--- src/dmc_consts.svh ---
// constants for the dma control-byte front end: decode patterns, field
// positions, command codes and reset values. definitions only.
`ifndef DMC_CONSTS_SVH
`define DMC_CONSTS_SVH
// ----------------------------------------------------------------
// base byte decode
// ----------------------------------------------------------------
`define DMC_TS_ID_BIT 7
`define DMC_CLASS_LSB 0
`define DMC_SRC_BIT 2
`define DMC_PTR_ADDR_LO 3
`define DMC_PTR_ADDR_HI 4
`define DMC_PTR_LEN_LO 5
`define DMC_PTR_LEN_HI 6
`define DMC_CFG_ID_MASK 8'h87
`define DMC_CFG_ID_VAL 8'h04
`define DMC_CMD_ID_MASK 8'h83
`define DMC_CMD_ID_VAL 8'h83
// ----------------------------------------------------------------
// command group codes
// ----------------------------------------------------------------
`define DMC_CMD_ENABLE 8'h87
`define DMC_CMD_DISABLE 8'h83
`define DMC_CMD_REINIT 8'h8b
`define DMC_CMD_FORCE_RDY 8'hb3
// ----------------------------------------------------------------
// reset values
// ----------------------------------------------------------------
`define DMC_RST_BYTE 8'h00
`define DMC_RST_WORD 16'h0000
`define DMC_RST_PTR 4'h0
`endif

--- src/dmc_pkg.sv ---
// types for the dma control-byte front end.
// assumes dmc_consts.svh is included alongside where constants are needed.
package dmc_pkg;
  typedef enum logic [1:0] {
    DMC_DISABLED,
    DMC_ENABLED_IDLE,
    DMC_SUSPENDED,
    DMC_OPERATING
  } dmc_state_e;
  typedef enum logic [1:0] {
    DMC_MODE_BYTE,
    DMC_MODE_CONT,
    DMC_MODE_BURST
  } dmc_mode_e;
  // host port strobe bundle
  typedef struct packed {
    logic sel;
    logic wr;
    logic rd;
    logic [7:0] data;
  } dmc_host_s;
  // events coming from the transfer engine and the bus
  typedef struct packed {
    logic endBlock;
    logic autoRestart;
    logic byteMatch;
    logic busAckIn;
    logic retiSeen;
    logic inIsr;
    logic selfXfer;
  } dmc_evt_s;
  typedef struct packed {
    dmc_state_e state;
    logic forceRdy;
    logic lastWasCmd;
    logic [3:0] ptrPend;
    logic [1:0] opClass;
    logic srcIsPortA;
    logic [15:0] portAStart;
    logic [15:0] blockLen;
    logic [7:0] cfgBase;
    logic busReqN;
    logic [7:0] status;
    logic [1:0] rdySync;
    logic ackHeld;
    logic master;
  } dmc_state_s;
endpackage

--- src/dmc_ctrl.sv ---
// dma control-byte front end: decodes host control bytes written to the
// single control port and runs the enable/disable state machine.
// assumes a host that strobes sel with wr or rd for one clock per byte,
// and a transfer engine that reports block end, match and bus grant loss.
`timescale 1ns/1ps
`default_nettype none
`include "dmc_consts.svh"
// Operation
// reset and power-up leave the engine disabled, no bus request
// any control byte while enabled but idle disables it until enable
// one port address, chosen by chip select, for control and status
// bytes moved by the engine itself never program it
// bus request stays high while disabled
// host accesses only when not bus master; else write disable first
// disable on block end without restart, match, or lost ack (lost ack disables here only outside continuous mode)
// continuous mode with ready low: hold bus, suspend work
// enabled engine goes master on ready in burst or after interrupt return
// command bytes disable, except enable and a lone status reinit (here a lone reinit from enabled idle still disables, by R02)
// enable with ready low, no force: enabled idle; continuous: suspended
// enable outside service routine with ready or force: operating
// base byte selects group; pointer ones load registers in order
// transfer-setup base: bit 7 zero, class bits not both zero
// class bits choose transfer, search, or transfer with search
// bit 2 picks source port: one means port a
// pointers 3 and 4 load port a start low then high
// pointers 5 and 6 load block length low then high
// pipelined read-ahead may process one or two extra bytes
// length zero means 65537 bytes; one usually means two
// host disables with another byte before reversing direction
// once bus is held, keep it until the task completes
// each byte goes to one group; a new base ends pending loads
module dmc_ctrl (
  input wire logic clk,
  input wire logic rst_n,
  input wire dmc_pkg::dmc_host_s host,
  input wire dmc_pkg::dmc_evt_s evt,
  input wire dmc_pkg::dmc_mode_e mode,
  input wire logic rdyPin,
  output logic busReqN,
  output logic [7:0] statusOut,
  output logic [1:0] opClass,
  output logic srcIsPortA,
  output logic [15:0] portAStart,
  output logic [15:0] blockLen,
  output logic [7:0] cfgBase,
  output logic isMaster
);
  import dmc_pkg::*;

  dmc_state_s cur;
  dmc_state_s nxt;
  logic rdyActive;
  logic wrByte;
  logic isTsBase;
  logic isCfgBase;
  logic isCmd;

  // ----------------------------------------------------------------
  // decode helpers
  // ----------------------------------------------------------------
  function automatic logic matchPat(input logic [7:0] b, input logic [7:0] m,
                                    input logic [7:0] v);
    matchPat = ((b & m) == v);
  endfunction

  // ready pin comes from outside, second stage only is read
  assign rdyActive = cur.rdySync[1];
  // self transfers are ignored so the engine cannot program itself
  assign wrByte = host.sel && host.wr && !evt.selfXfer;
  // one group per byte: command pattern wins over setup, setup over config
  assign isCmd = matchPat(host.data, `DMC_CMD_ID_MASK, `DMC_CMD_ID_VAL);
  assign isTsBase = !host.data[`DMC_TS_ID_BIT] && (host.data[1:0] != 2'b00);
  assign isCfgBase = !isCmd && matchPat(host.data, `DMC_CFG_ID_MASK, `DMC_CFG_ID_VAL);

  // ----------------------------------------------------------------
  // next state
  // ----------------------------------------------------------------
  always_comb begin
    logic pendingByte;
    logic goRun;
    pendingByte = 1'b0;
    goRun = 1'b0;
    nxt = cur;
    nxt.rdySync = {cur.rdySync[0], rdyPin};
    pendingByte = (cur.ptrPend != `DMC_RST_PTR);
    // control bytes from the host; not accepted while master
    if (wrByte && (cur.state == DMC_DISABLED || cur.state == DMC_ENABLED_IDLE)) begin
      if (cur.state == DMC_ENABLED_IDLE) begin
        nxt.state = DMC_DISABLED;
      end
      if (pendingByte && !(isCmd || isTsBase || isCfgBase)) begin
        // associated bytes load in fixed group order
        if (cur.ptrPend[0]) begin
          nxt.portAStart[7:0] = host.data;
          nxt.ptrPend[0] = 1'b0;
        end else if (cur.ptrPend[1]) begin
          nxt.portAStart[15:8] = host.data;
          nxt.ptrPend[1] = 1'b0;
        end else if (cur.ptrPend[2]) begin
          nxt.blockLen[7:0] = host.data;
          nxt.ptrPend[2] = 1'b0;
        end else begin
          nxt.blockLen[15:8] = host.data;
          nxt.ptrPend[3] = 1'b0;
        end
        nxt.lastWasCmd = 1'b0;
      end else if (isCmd) begin
        nxt.ptrPend = `DMC_RST_PTR;
        case (host.data)
          `DMC_CMD_ENABLE: begin
            goRun = rdyActive || cur.forceRdy;
            if (goRun && !evt.inIsr) begin
              nxt.state = DMC_OPERATING;
            end else if (!rdyActive && mode == DMC_MODE_CONT) begin
              nxt.state = DMC_SUSPENDED;
            end else begin
              nxt.state = DMC_ENABLED_IDLE;
            end
          end
          `DMC_CMD_FORCE_RDY: begin
            nxt.forceRdy = 1'b1;
            nxt.state = DMC_DISABLED;
          end
          `DMC_CMD_REINIT: begin
            // a lone reinit sets no state here, so enabled idle still drops to disabled above; after another command it disables
            if (cur.lastWasCmd) begin
              nxt.state = DMC_DISABLED;
            end
            nxt.status = `DMC_RST_BYTE;
          end
          default: begin
            nxt.state = DMC_DISABLED;
          end
        endcase
        nxt.lastWasCmd = 1'b1;
      end else if (isTsBase) begin
        // direction change relies on the host having disabled first
        nxt.opClass = host.data[`DMC_CLASS_LSB +: 2];
        nxt.srcIsPortA = host.data[`DMC_SRC_BIT];
        nxt.ptrPend = {host.data[`DMC_PTR_LEN_HI], host.data[`DMC_PTR_LEN_LO],
                       host.data[`DMC_PTR_ADDR_HI], host.data[`DMC_PTR_ADDR_LO]};
        nxt.lastWasCmd = 1'b0;
      end else if (isCfgBase) begin
        nxt.cfgBase = host.data;
        nxt.ptrPend = `DMC_RST_PTR;
        nxt.lastWasCmd = 1'b0;
      end else begin
        nxt.ptrPend = `DMC_RST_PTR;
        nxt.lastWasCmd = 1'b0;
      end
    end
    // bus-side events; the bus is kept until the task ends
    case (cur.state)
      DMC_DISABLED: begin
        nxt.busReqN = 1'b1;
      end
      DMC_ENABLED_IDLE: begin
        if (rdyActive && (mode == DMC_MODE_BURST || evt.retiSeen) && !wrByte) begin
          nxt.state = DMC_OPERATING;
        end
      end
      DMC_SUSPENDED: begin
        // a stop condition ends the task even while the bus is held idle
        if ((evt.endBlock && !evt.autoRestart) || evt.byteMatch) begin
          nxt.state = DMC_DISABLED;
        end else if (rdyActive) begin
          nxt.state = DMC_OPERATING;
        end
      end
      DMC_OPERATING: begin
        if ((evt.endBlock && !evt.autoRestart) || evt.byteMatch ||
            (cur.ackHeld && !evt.busAckIn && mode != DMC_MODE_CONT)) begin
          nxt.state = DMC_DISABLED;
        end else if (!rdyActive && mode == DMC_MODE_CONT) begin
          nxt.state = DMC_SUSPENDED;
        end
      end
      default: begin
        nxt.state = DMC_DISABLED;
      end
    endcase
    // request is low only while an enabled state wants the bus
    nxt.busReqN = !(nxt.state == DMC_OPERATING || nxt.state == DMC_SUSPENDED);
    nxt.master = !nxt.busReqN;
    // only a grant that was once seen can be lost; the grant lags the request
    nxt.ackHeld = !nxt.busReqN && evt.busAckIn;
    if (nxt.state == DMC_OPERATING) begin
      nxt.forceRdy = 1'b0;
    end
    nxt.status = {4'h0, cur.ptrPend != `DMC_RST_PTR, nxt.state == DMC_DISABLED,
                  evt.endBlock, rdyActive};
  end

  // ----------------------------------------------------------------
  // state register
  // ----------------------------------------------------------------
  // length zero and the one-or-two byte overrun are the counter's concern
  always_ff @(posedge clk) begin
    if (!rst_n) begin
      cur.state <= DMC_DISABLED;
      cur.forceRdy <= 1'b0;
      cur.lastWasCmd <= 1'b0;
      cur.ptrPend <= `DMC_RST_PTR;
      cur.opClass <= 2'h0;
      cur.srcIsPortA <= 1'b0;
      cur.portAStart <= `DMC_RST_WORD;
      cur.blockLen <= `DMC_RST_WORD;
      cur.cfgBase <= `DMC_RST_BYTE;
      cur.busReqN <= 1'b1;
      cur.status <= `DMC_RST_BYTE;
      cur.rdySync <= 2'h0;
      cur.ackHeld <= 1'b0;
      cur.master <= 1'b0;
    end else begin
      cur <= nxt;
    end
  end

  // outputs straight from flip-flops
  assign busReqN = cur.busReqN;
  assign statusOut = cur.status;
  assign opClass = cur.opClass;
  assign srcIsPortA = cur.srcIsPortA;
  assign portAStart = cur.portAStart;
  assign blockLen = cur.blockLen;
  assign cfgBase = cur.cfgBase;
  assign isMaster = cur.master;

  // ----------------------------------------------------------------
  // checks
  // ----------------------------------------------------------------
  a_reset_disables: assert property (@(posedge clk) !rst_n |=> busReqN)
    else $error("bus requested right after reset");
  a_idle_write_disables: assert property (@(posedge clk) disable iff (!rst_n)
      (cur.state == DMC_ENABLED_IDLE && wrByte && host.data != `DMC_CMD_ENABLE)
      |=> cur.state != DMC_OPERATING)
    else $error("write while idle did not stop engine");
  a_self_ignored: assert property (@(posedge clk) disable iff (!rst_n)
      (evt.selfXfer && cur.state == DMC_DISABLED) |=> $stable(cur.blockLen))
    else $error("self transfer changed length");
  a_disabled_no_req: assert property (@(posedge clk) disable iff (!rst_n)
      cur.state == DMC_DISABLED |-> busReqN)
    else $error("request while disabled");
  a_master_no_prog: assert property (@(posedge clk) disable iff (!rst_n)
      (cur.state == DMC_OPERATING && wrByte) |=> $stable(cur.opClass))
    else $error("programmed while master");
  a_match_stops: assert property (@(posedge clk) disable iff (!rst_n)
      (cur.state == DMC_OPERATING && evt.byteMatch) |=> cur.state == DMC_DISABLED)
    else $error("match did not disable");
  a_cont_suspend: assert property (@(posedge clk) disable iff (!rst_n)
      (cur.state == DMC_OPERATING && mode == DMC_MODE_CONT && !rdyActive &&
       evt.busAckIn && !evt.endBlock && !evt.byteMatch) |=> cur.state == DMC_SUSPENDED)
    else $error("continuous mode did not suspend");
  a_setup_class: assert property (@(posedge clk) disable iff (!rst_n)
      (wrByte && cur.state == DMC_DISABLED && isTsBase && cur.ptrPend == 4'h0)
      |=> opClass == $past(host.data[1:0]) && srcIsPortA == $past(host.data[2]))
    else $error("setup base not decoded");
  a_addr_low_load: assert property (@(posedge clk) disable iff (!rst_n)
      (wrByte && cur.state == DMC_DISABLED && cur.ptrPend[0] && !isCmd && !isTsBase &&
       !isCfgBase) |=> portAStart[7:0] == $past(host.data))
    else $error("start low byte not loaded");
  c_enable_run: cover property (@(posedge clk) cur.state == DMC_OPERATING);
  c_suspend: cover property (@(posedge clk) cur.state == DMC_SUSPENDED);
  c_len_load: cover property (@(posedge clk) cur.ptrPend[3] ##1 !cur.ptrPend[3]);
endmodule
`default_nettype wire

--- config.mk ---
export PLATFORM = sky130hd
export DESIGN_NAME = dmc_ctrl
export DESIGN_NICKNAME = d
export VERILOG_FILES = /design/src/dmc_pkg.sv /design/src/dmc_ctrl.sv
export VERILOG_INCLUDE_DIRS = /design/src
export SDC_FILE = /design/constraint.sdc
export NUM_CORES = 1
export LEC_CHECK = 0
export ABC_AREA = 1
export ABC_CLOCK_PERIOD_IN_PS = 2730
export BUFFER_PORTS_ARGS = -buffer_cell sky130_fd_sc_hd__buf_4
export CAP_MARGIN = 20
export CORE_MARGIN = 3
export CORE_UTILIZATION = 56
export DETAILED_ROUTE_END_ITERATION = 7
export GPL_ROUTABILITY_DRIVEN = 0
export PLACE_DENSITY = 0.86
export SETUP_SLACK_MARGIN = 0.3
export SLEW_MARGIN = 40
export SYNTH_ARGS = -nofsm -noshare
export SYNTH_HDL_FRONTEND = slang
export SYNTH_SLANG_ARGS = --single-unit
--- constraint.sdc ---
create_clock -name clk -period 2.73 [get_ports clk]
set_input_delay 0.1365 -clock clk [delete_from_list [all_inputs] [get_ports clk]]
set_output_delay 0.1365 -clock clk [all_outputs]
set_load 0.01 [all_outputs]
==> results.sh, run 1 <==
export IMPL_arrival_ns=1.87
export IMPL_synth_cells=362
export IMPL_grt_pass1_wl_um=9660
export IMPL_antenna_found_initial=0
export IMPL_clockRootBuffer="clkbuf_8"
export IMPL_clkLatencyLatePin_ns=0.33
export IMPL_leakagePower_nw=1.49
export IMPL_synth_warnings=0
export IMPL_ys_seq_area_frac=0.410
export IMPL_wl_per_cell_um=12.5
export IMPL_initial_core_util=0.588
export IMPL_synth_ff_type="dfxtp_1"
export IMPL_final_net_count=410
export IMPL_worst_pin_slew_ns=0.565
export IMPL_synth_edf_count=0
export IMPL_grt_usage=0.204
export IMPL_drive_gt1_frac=0.312
export IMPL_tritoncts="built"
export IMPL_portBuffers=70
export IMPL_die_h_um=77.1
export IMPL_die_x_um=77.1
export IMPL_cts_made_buffers=9
export IMPL_dr_pass1_iters=4
export IMPL_required_ns=2.92
export IMPL_cts_hold_buf=2
export IMPL_finalHoldViolCount=0
export IMPL_fmaxAchievable_mhz=597
export IMPL_fin_skew_ns=0.00630
export IMPL_post_route_util=0.666
export IMPL_critPathKind="reg2reg"
export IMPL_post_cts_buffers=0
export IMPL_htreeDepth=3
export IMPL_rsz0062_at_grt="false"
export IMPL_slew_headroom=0.623
export IMPL_power_density_mw_per_mm2=544
export IMPL_drc_errors=0
export IMPL_post_synth_top_count_cell="nand2_1"
export IMPL_worstHoldPathCells=3
export IMPL_synth_area_leaders="dfxtp_1 (41%), buf_4 (13%), nand2_1 (8.1%)"
export IMPL_synth_top_area_cell="dfxtp_1"
export IMPL_vias_per_cell=4.95
export IMPL_syn2layout_area_growth_pct=13.3
export IMPL_grt_ovfl_total=0
export IMPL_mappedNetlistArea_mm2=0.00283
export IMPL_nFillCells=425
export IMPL_yosys_top_cells_count="nand2_1 (61), dfxtp_1 (58), buf_4 (50)"
export IMPL_hold_path_class="in2reg"
export IMPL_synth_top_area_share=0.410
export IMPL_min_period_ns=1.68
export IMPL_max_vdd_ir_drop_v=0.000343
export IMPL_status="completed"
export IMPL_r2r_cells=5
export IMPL_drt_total_wl_um=5740
export IMPL_setup_viol=0
export IMPL_dieArea_mm2=0.00595
export IMPL_rows=25
export IMPL_clk_pin_slew_ns=0.06
export IMPL_diodes=0
export IMPL_cts_sinks=58
export IMPL_hpwl_um=4190
export IMPL_cp_start_kind="register"
export IMPL_grt_pass1_vias=2150
export IMPL_synth_cell_types=32
export IMPL_synth_seq_cells=58
export IMPL_fin_hold_ws_ns=0.0366
export IMPL_total_power_mw=1.75
export IMPL_fin_crit_sh=0.614
export IMPL_syn_area_per_cell_um2=7.83
export IMPL_crit_fanout=10
export IMPL_end_kind="register"
export IMPL_finalSetupTns_ns=0
export IMPL_async_flop_share=0
export IMPL_drt_initial_drc_count=120
export IMPL_core_area_mm2=0.00482
export IMPL_clockBufferDepth=2
export IMPL_cap_violations=0
export IMPL_final_antenna_net_count=0
export IMPL_report_final_slew_viol_count=0
export IMPL_vias=2268
export IMPL_postCtsResizedCells=0
export IMPL_grt_max_degree=32
export IMPL_ios=76
[metrics by stage]
| stage | area, µm² | setup slack [ns] | instances |
|---|---|---|---|
| 6_report | 3210 | 1.05 | 458 |
| 5_1_grt | 3210 | 0.910 | 458 |
| 4_1_cts | 3210 | 1.08 | 458 |
| 3_5_place_dp | 3010 | 1.03 | 441 |
| 3_3_place_gp | 3010 | 1.03 | 441 |
| 2_1_floorplan | 2850 | 1.45 | 365 |
[final cells by class]
cell class	instances	area (µm²)	area share
clock buffers	12	145	0.0452
inverters	33	141	0.0440
repair buffers	72	546	0.170
clock inverters	3	40.0	0.0125
multi-input cells	213	1090	0.341
flip-flops and latches	58	1160	0.362
well taps	67	83.8	0.0261
[cell usage in the layout, fill, tap and decap left out, types with 3 or more instances in the layout]
cell      instances
a21oi_1          27
a21oi_2           8
buf_4            70
clkbuf_8         10
conb_1            4
dfxtp_1          58
inv_1            25
inv_2             5
nand2_1          61
nand2_2           4
nand2_4           3
nand3_1          18
nand4_1           3
nor2_1           49
nor2_2            5
nor2_4            5
o21ai_0          12
o21ai_1           4
[cell families after synthesis]
logic type / synth area share
buffers and inverters: 0.208
AOI/OAI and AO/OA: 0.112
DFF: 0.410
and+or+nand+nor: 0.269
other: 0.00132
[state kept, by name, summed over array words and instances (netlist names)]
name	count
blockLen	16
portAStart	16
cur	10
cfgBase	8
statusOut	4
opClass	2
busReqN	1
srcIsPortA	1
[final timing paths]
check | from | to | slack, ns
worst min-delay path | evt[3] | cur[1] | 0.04
worst max register to register | cur[63] | blockLen[4] | 1.05
worst min register to register | cur[2] | cur[3] | 0.42
worst max-delay path | cur[63] | blockLen[4] | 1.05
[where the power goes]
group | switching, mW | internal (mW)
Combinational | 0.0823 | 0.0503
Sequential | 0.00516 | 0.856
Clock | 0.313 | 0.438
[worst max-delay path, cell delays in order, from the launching register on]
cell and delay [ns]:
dfxtp_1 0.37, nor2_2 0.41, and3_1 0.42, nand2_2 0.18, nand2_1 0.10, a21oi_1 0.06
[routing by layer]
metal	share of wire	wire length (µm)	GRT usage	vias up
met5	0	0	0	-
met4	0.018	106	0.0890	0
met3	0.083	475	0.0669	13
met2	0.48	2770	0.346	83
met1	0.42	2390	0.233	1037
li1	-	-	-	1135
Power figures use the tool's default switching activity.
==> run 2: changes to the inputs <==
--- a/config.mk
+++ b/config.mk
@@ -6,15 +6,15 @@
 export SDC_FILE = /design/constraint.sdc
 export NUM_CORES = 1
 export LEC_CHECK = 0
-export ABC_AREA = 1
-export ABC_CLOCK_PERIOD_IN_PS = 2730
+export ABC_AREA = 0
+export ABC_CLOCK_PERIOD_IN_PS = 1710
 export BUFFER_PORTS_ARGS = -buffer_cell sky130_fd_sc_hd__buf_4
 export CAP_MARGIN = 20
 export CORE_MARGIN = 3
-export CORE_UTILIZATION = 56
+export CORE_UTILIZATION = 51
 export DETAILED_ROUTE_END_ITERATION = 7
 export GPL_ROUTABILITY_DRIVEN = 0
-export PLACE_DENSITY = 0.86
+export PLACE_DENSITY = 0.81
 export SETUP_SLACK_MARGIN = 0.3
 export SLEW_MARGIN = 40
 export SYNTH_ARGS = -nofsm -noshare
==> constraint.sdc (replaced) <==
create_clock -name clk -period 1.71 [get_ports clk]
set_input_delay 0.0855 -clock clk [delete_from_list [all_inputs] [get_ports clk]]
set_output_delay 0.0855 -clock clk [all_outputs]
set_load 0.01 [all_outputs]
==> run 2 against run 1 <==
Effect of this change: final cell count fell by 16%; power rose by 75%; register-to-register slack got worse by 0.78 ns; critical path type unchanged; critical endpoint is now portAStart[15]; largest cell class unchanged.
==> results.sh, run 2 <==
export IMPL_finalHoldViolCount=0
export IMPL_min_period_ns=1.43
export IMPL_crit_fanout=8
export IMPL_report_final_slew_viol_count=0
export IMPL_finalSetupTns_ns=0
export IMPL_htreeDepth=3
export IMPL_grt_pass1_vias=1934
export IMPL_p_clk_frac=0.495
export IMPL_max_stage_delay_ns=0.33
export IMPL_syn_area_per_cell_um2=9.28
export IMPL_synth_area_leaders="dfxtp_1 (44%), buf_4 (15%), mux2i_1 (12%)"
export IMPL_r2r_start="cur[63]"
export IMPL_ys_seq_area_frac=0.440
export IMPL_ios=76
export IMPL_cp_start_kind="register"
export IMPL_path_buf_inv=0
export IMPL_arrival_ns=1.65
export IMPL_cts_made_buffers=9
export IMPL_total_power_mw=3.06
export IMPL_timing_rr_end="portAStart[15]"
export IMPL_dr_pass1_iters=4
export IMPL_vias_per_cell=5.00
export IMPL_wl_per_cell_um=14.4
export IMPL_fin_skew_ns=0.00919
export IMPL_clkLatencyLatePin_ns=0.34
export IMPL_required_ns=1.92
export IMPL_drt_initial_drc_count=97
export IMPL_r2r_cells=5
export IMPL_grt_max_degree=49
export IMPL_post_synth_top_count_cell="dfxtp_1"
export IMPL_endpoint="portAStart[15]"
export IMPL_fmaxAchievable_mhz=698
export IMPL_use_met2=0.299
export IMPL_p_switching_mw=0.656
export IMPL_cp_depth=5
export IMPL_cap_violations=0
export IMPL_dieArea_mm2=0.00607
export IMPL_hold_path_class="in2reg"
export IMPL_rows=25
export IMPL_met1_usage=0.247
export IMPL_p_int_mw=2.40
export IMPL_vias=1935
export IMPL_async_flop_share=0
export IMPL_critPathKind="reg2reg"
export IMPL_grt_pass1_wl_um=9180
export IMPL_placed_cells=367
export IMPL_dpl_worst_slack_ns=0.213
export IMPL_p_seq_frac=0.447
export IMPL_crit_path_start="cur[63]"
export IMPL_slowest_stage="o21ba_4"
export IMPL_final_common_cell="buf_4"
export IMPL_final_net_count=338
export IMPL_fin_crit_sh=0.838
export IMPL_drt_total_wl_um=5570
export IMPL_status="completed"
export IMPL_r2r_setup_slack_ns=0.28
export IMPL_reg_top3="blockLen x16, portAStart x16, cur x10"
export IMPL_crit_chain="nand4bb_4, o21ba_4, nand3_4, mux2i_1, nor2_1"
export IMPL_rsz0062_at_grt="true"
export IMPL_portBuffers=70
export IMPL_core_area_mm2=0.00485
export IMPL_syn2layout_area_growth_pct=20.6
export IMPL_drc_errors=0
export IMPL_tritoncts="built"
export IMPL_yosys_top_cells_count="dfxtp_1 (58), buf_4 (53), nor2_1 (42)"
export IMPL_drive_gt1_frac=0.325
export IMPL_cts_sinks=58
export IMPL_synth_seq_cells=58
export IMPL_switching_share=0.214
export IMPL_final_cell_mix="buf_4 (77), dfxtp_1 (57), nor2_1 (40), mux2i_1 (32), a21oi_1 (15)"
export IMPL_synth_top_area_cell="dfxtp_1"
export IMPL_final_cells=387
export IMPL_critPathTopFamily="simple AND/OR/NAND/NOR gates"
export IMPL_clockRootBuffer="clkbuf_8"
export IMPL_die_x_um=77.9
export IMPL_grt_busiest_layer="met2"
export IMPL_synth_top_area_share=0.440
export IMPL_grt_usage=0.195
export IMPL_grt_ovfl_total=0
export IMPL_layout_setup_ws_ns=0.277
export IMPL_synth_edf_count=0
export IMPL_diodes=0
export IMPL_pwr_share_comb=0.059
export IMPL_clk_pin_slew_ns=0.07
export IMPL_gr_usage_met3=0.0545
export IMPL_end_kind="register"
export IMPL_leakagePower_nw=1.54
export IMPL_die_h_um=77.9
export IMPL_antenna_found_initial=0
export IMPL_setup_viol=0
export IMPL_final_antenna_net_count=0
export IMPL_initial_core_util=0.544
export IMPL_power_density_mw_per_mm2=962
export IMPL_synth_ff_type="dfxtp_1"
export IMPL_hpwl_um=3740
export IMPL_mappedNetlistArea_mm2=0.00264
export IMPL_max_vdd_ir_drop_v=0.000639
export IMPL_synth_cell_types=32
export IMPL_clockBufferDepth=2
export IMPL_synth_cells=284
export IMPL_synth_warnings=0
## run 2: layer usage
metal | routed length [µm] | up-vias
met5 | 0 | -
met4 | 133 | 0
met3 | 315 | 13
met2 | 2680 | 52
met1 | 2440 | 912
li1 | - | 958
## run 2: power by group through the flow
stage / clock, mW / combinational, mW / sequential (mW)
after floorplan: 0 / 0.107 / 1.40
final: 1.51 / 0.180 / 1.37
after global placement: 0 / 0.164 / 1.40
after CTS: 1.52 / 0.173 / 1.37
after global routing: 1.59 / 0.195 / 1.37
after detailed placement: 0 / 0.167 / 1.40
## run 2: what timing repair did
action	4_1_cts	5_1_grt
hold endpoints to repair	3	0
buffers inserted	0	1
gates resized for setup	2	8
hold buffers	3	0
pin swaps	2	4
setup endpoints to repair	25	41
## run 2: logic make-up (layout without fill, tap and decap cells)
family | after synthesis | in the layout | share of synthesized area
other | 1 | 4 | 0.00142
flip-flops | 58 | 58 | 0.440
multiplexers | 32 | 32 | 0.122
AO/OA/AOI/OAI | 29 | 29 | 0.0688
AND/OR/NAND/NOR | 96 | 96 | 0.190
buffers and inverters | 68 | 101 | 0.178
## run 2: worst min path at each step
stage	startpoint	endpoint	slack, ns	cells past startpoint
finish	evt[3]	cur[1]	0.03	2
global route	evt[3]	cur[1]	0.04	2
CTS	evt[3]	cur[1]	0.03	2
detailed placement	rdyPin	cur[2]	0.30	2
global placement	evt[6]	statusOut[1]	0.30	2
floorplan	evt[6]	statusOut[1]	0.21	1
## run 2: through the flow
| step | hold WS, ns | util | instance area, µm² |
|---|---|---|---|
| after floorplan | 0.207 | - | 2660 |
| after global placement | 0.295 | 0.590 | 2860 |
| after detailed placement | 0.304 | 0.590 | 2860 |
| after CTS | 0.0275 | 0.645 | 3130 |
| after global routing | 0.0381 | 0.656 | 3180 |
| final | 0.0320 | 0.656 | 3180 |
## run 2: worst register-to-register path, delay by kind of cell, from the launching register on
kind / cells / cell delay, ns
and+or+nand+nor: 3 / 0.45
AOI/OAI and AO/OA: 1 / 0.33
DFF: 1 / 0.32
muxes: 1 / 0.22
## run 2: cell type report
cell class                      count  area [µm²]
Fill cell                         392        1670
Clock inverter                      5         103
Sequential cell                    58        1160
Timing Repair Buffer               81         619
Tap cell                           67        83.8
Clock buffer                       11         131
Inverter                            4        15.0
Multi-Input combinational cell    161        1060
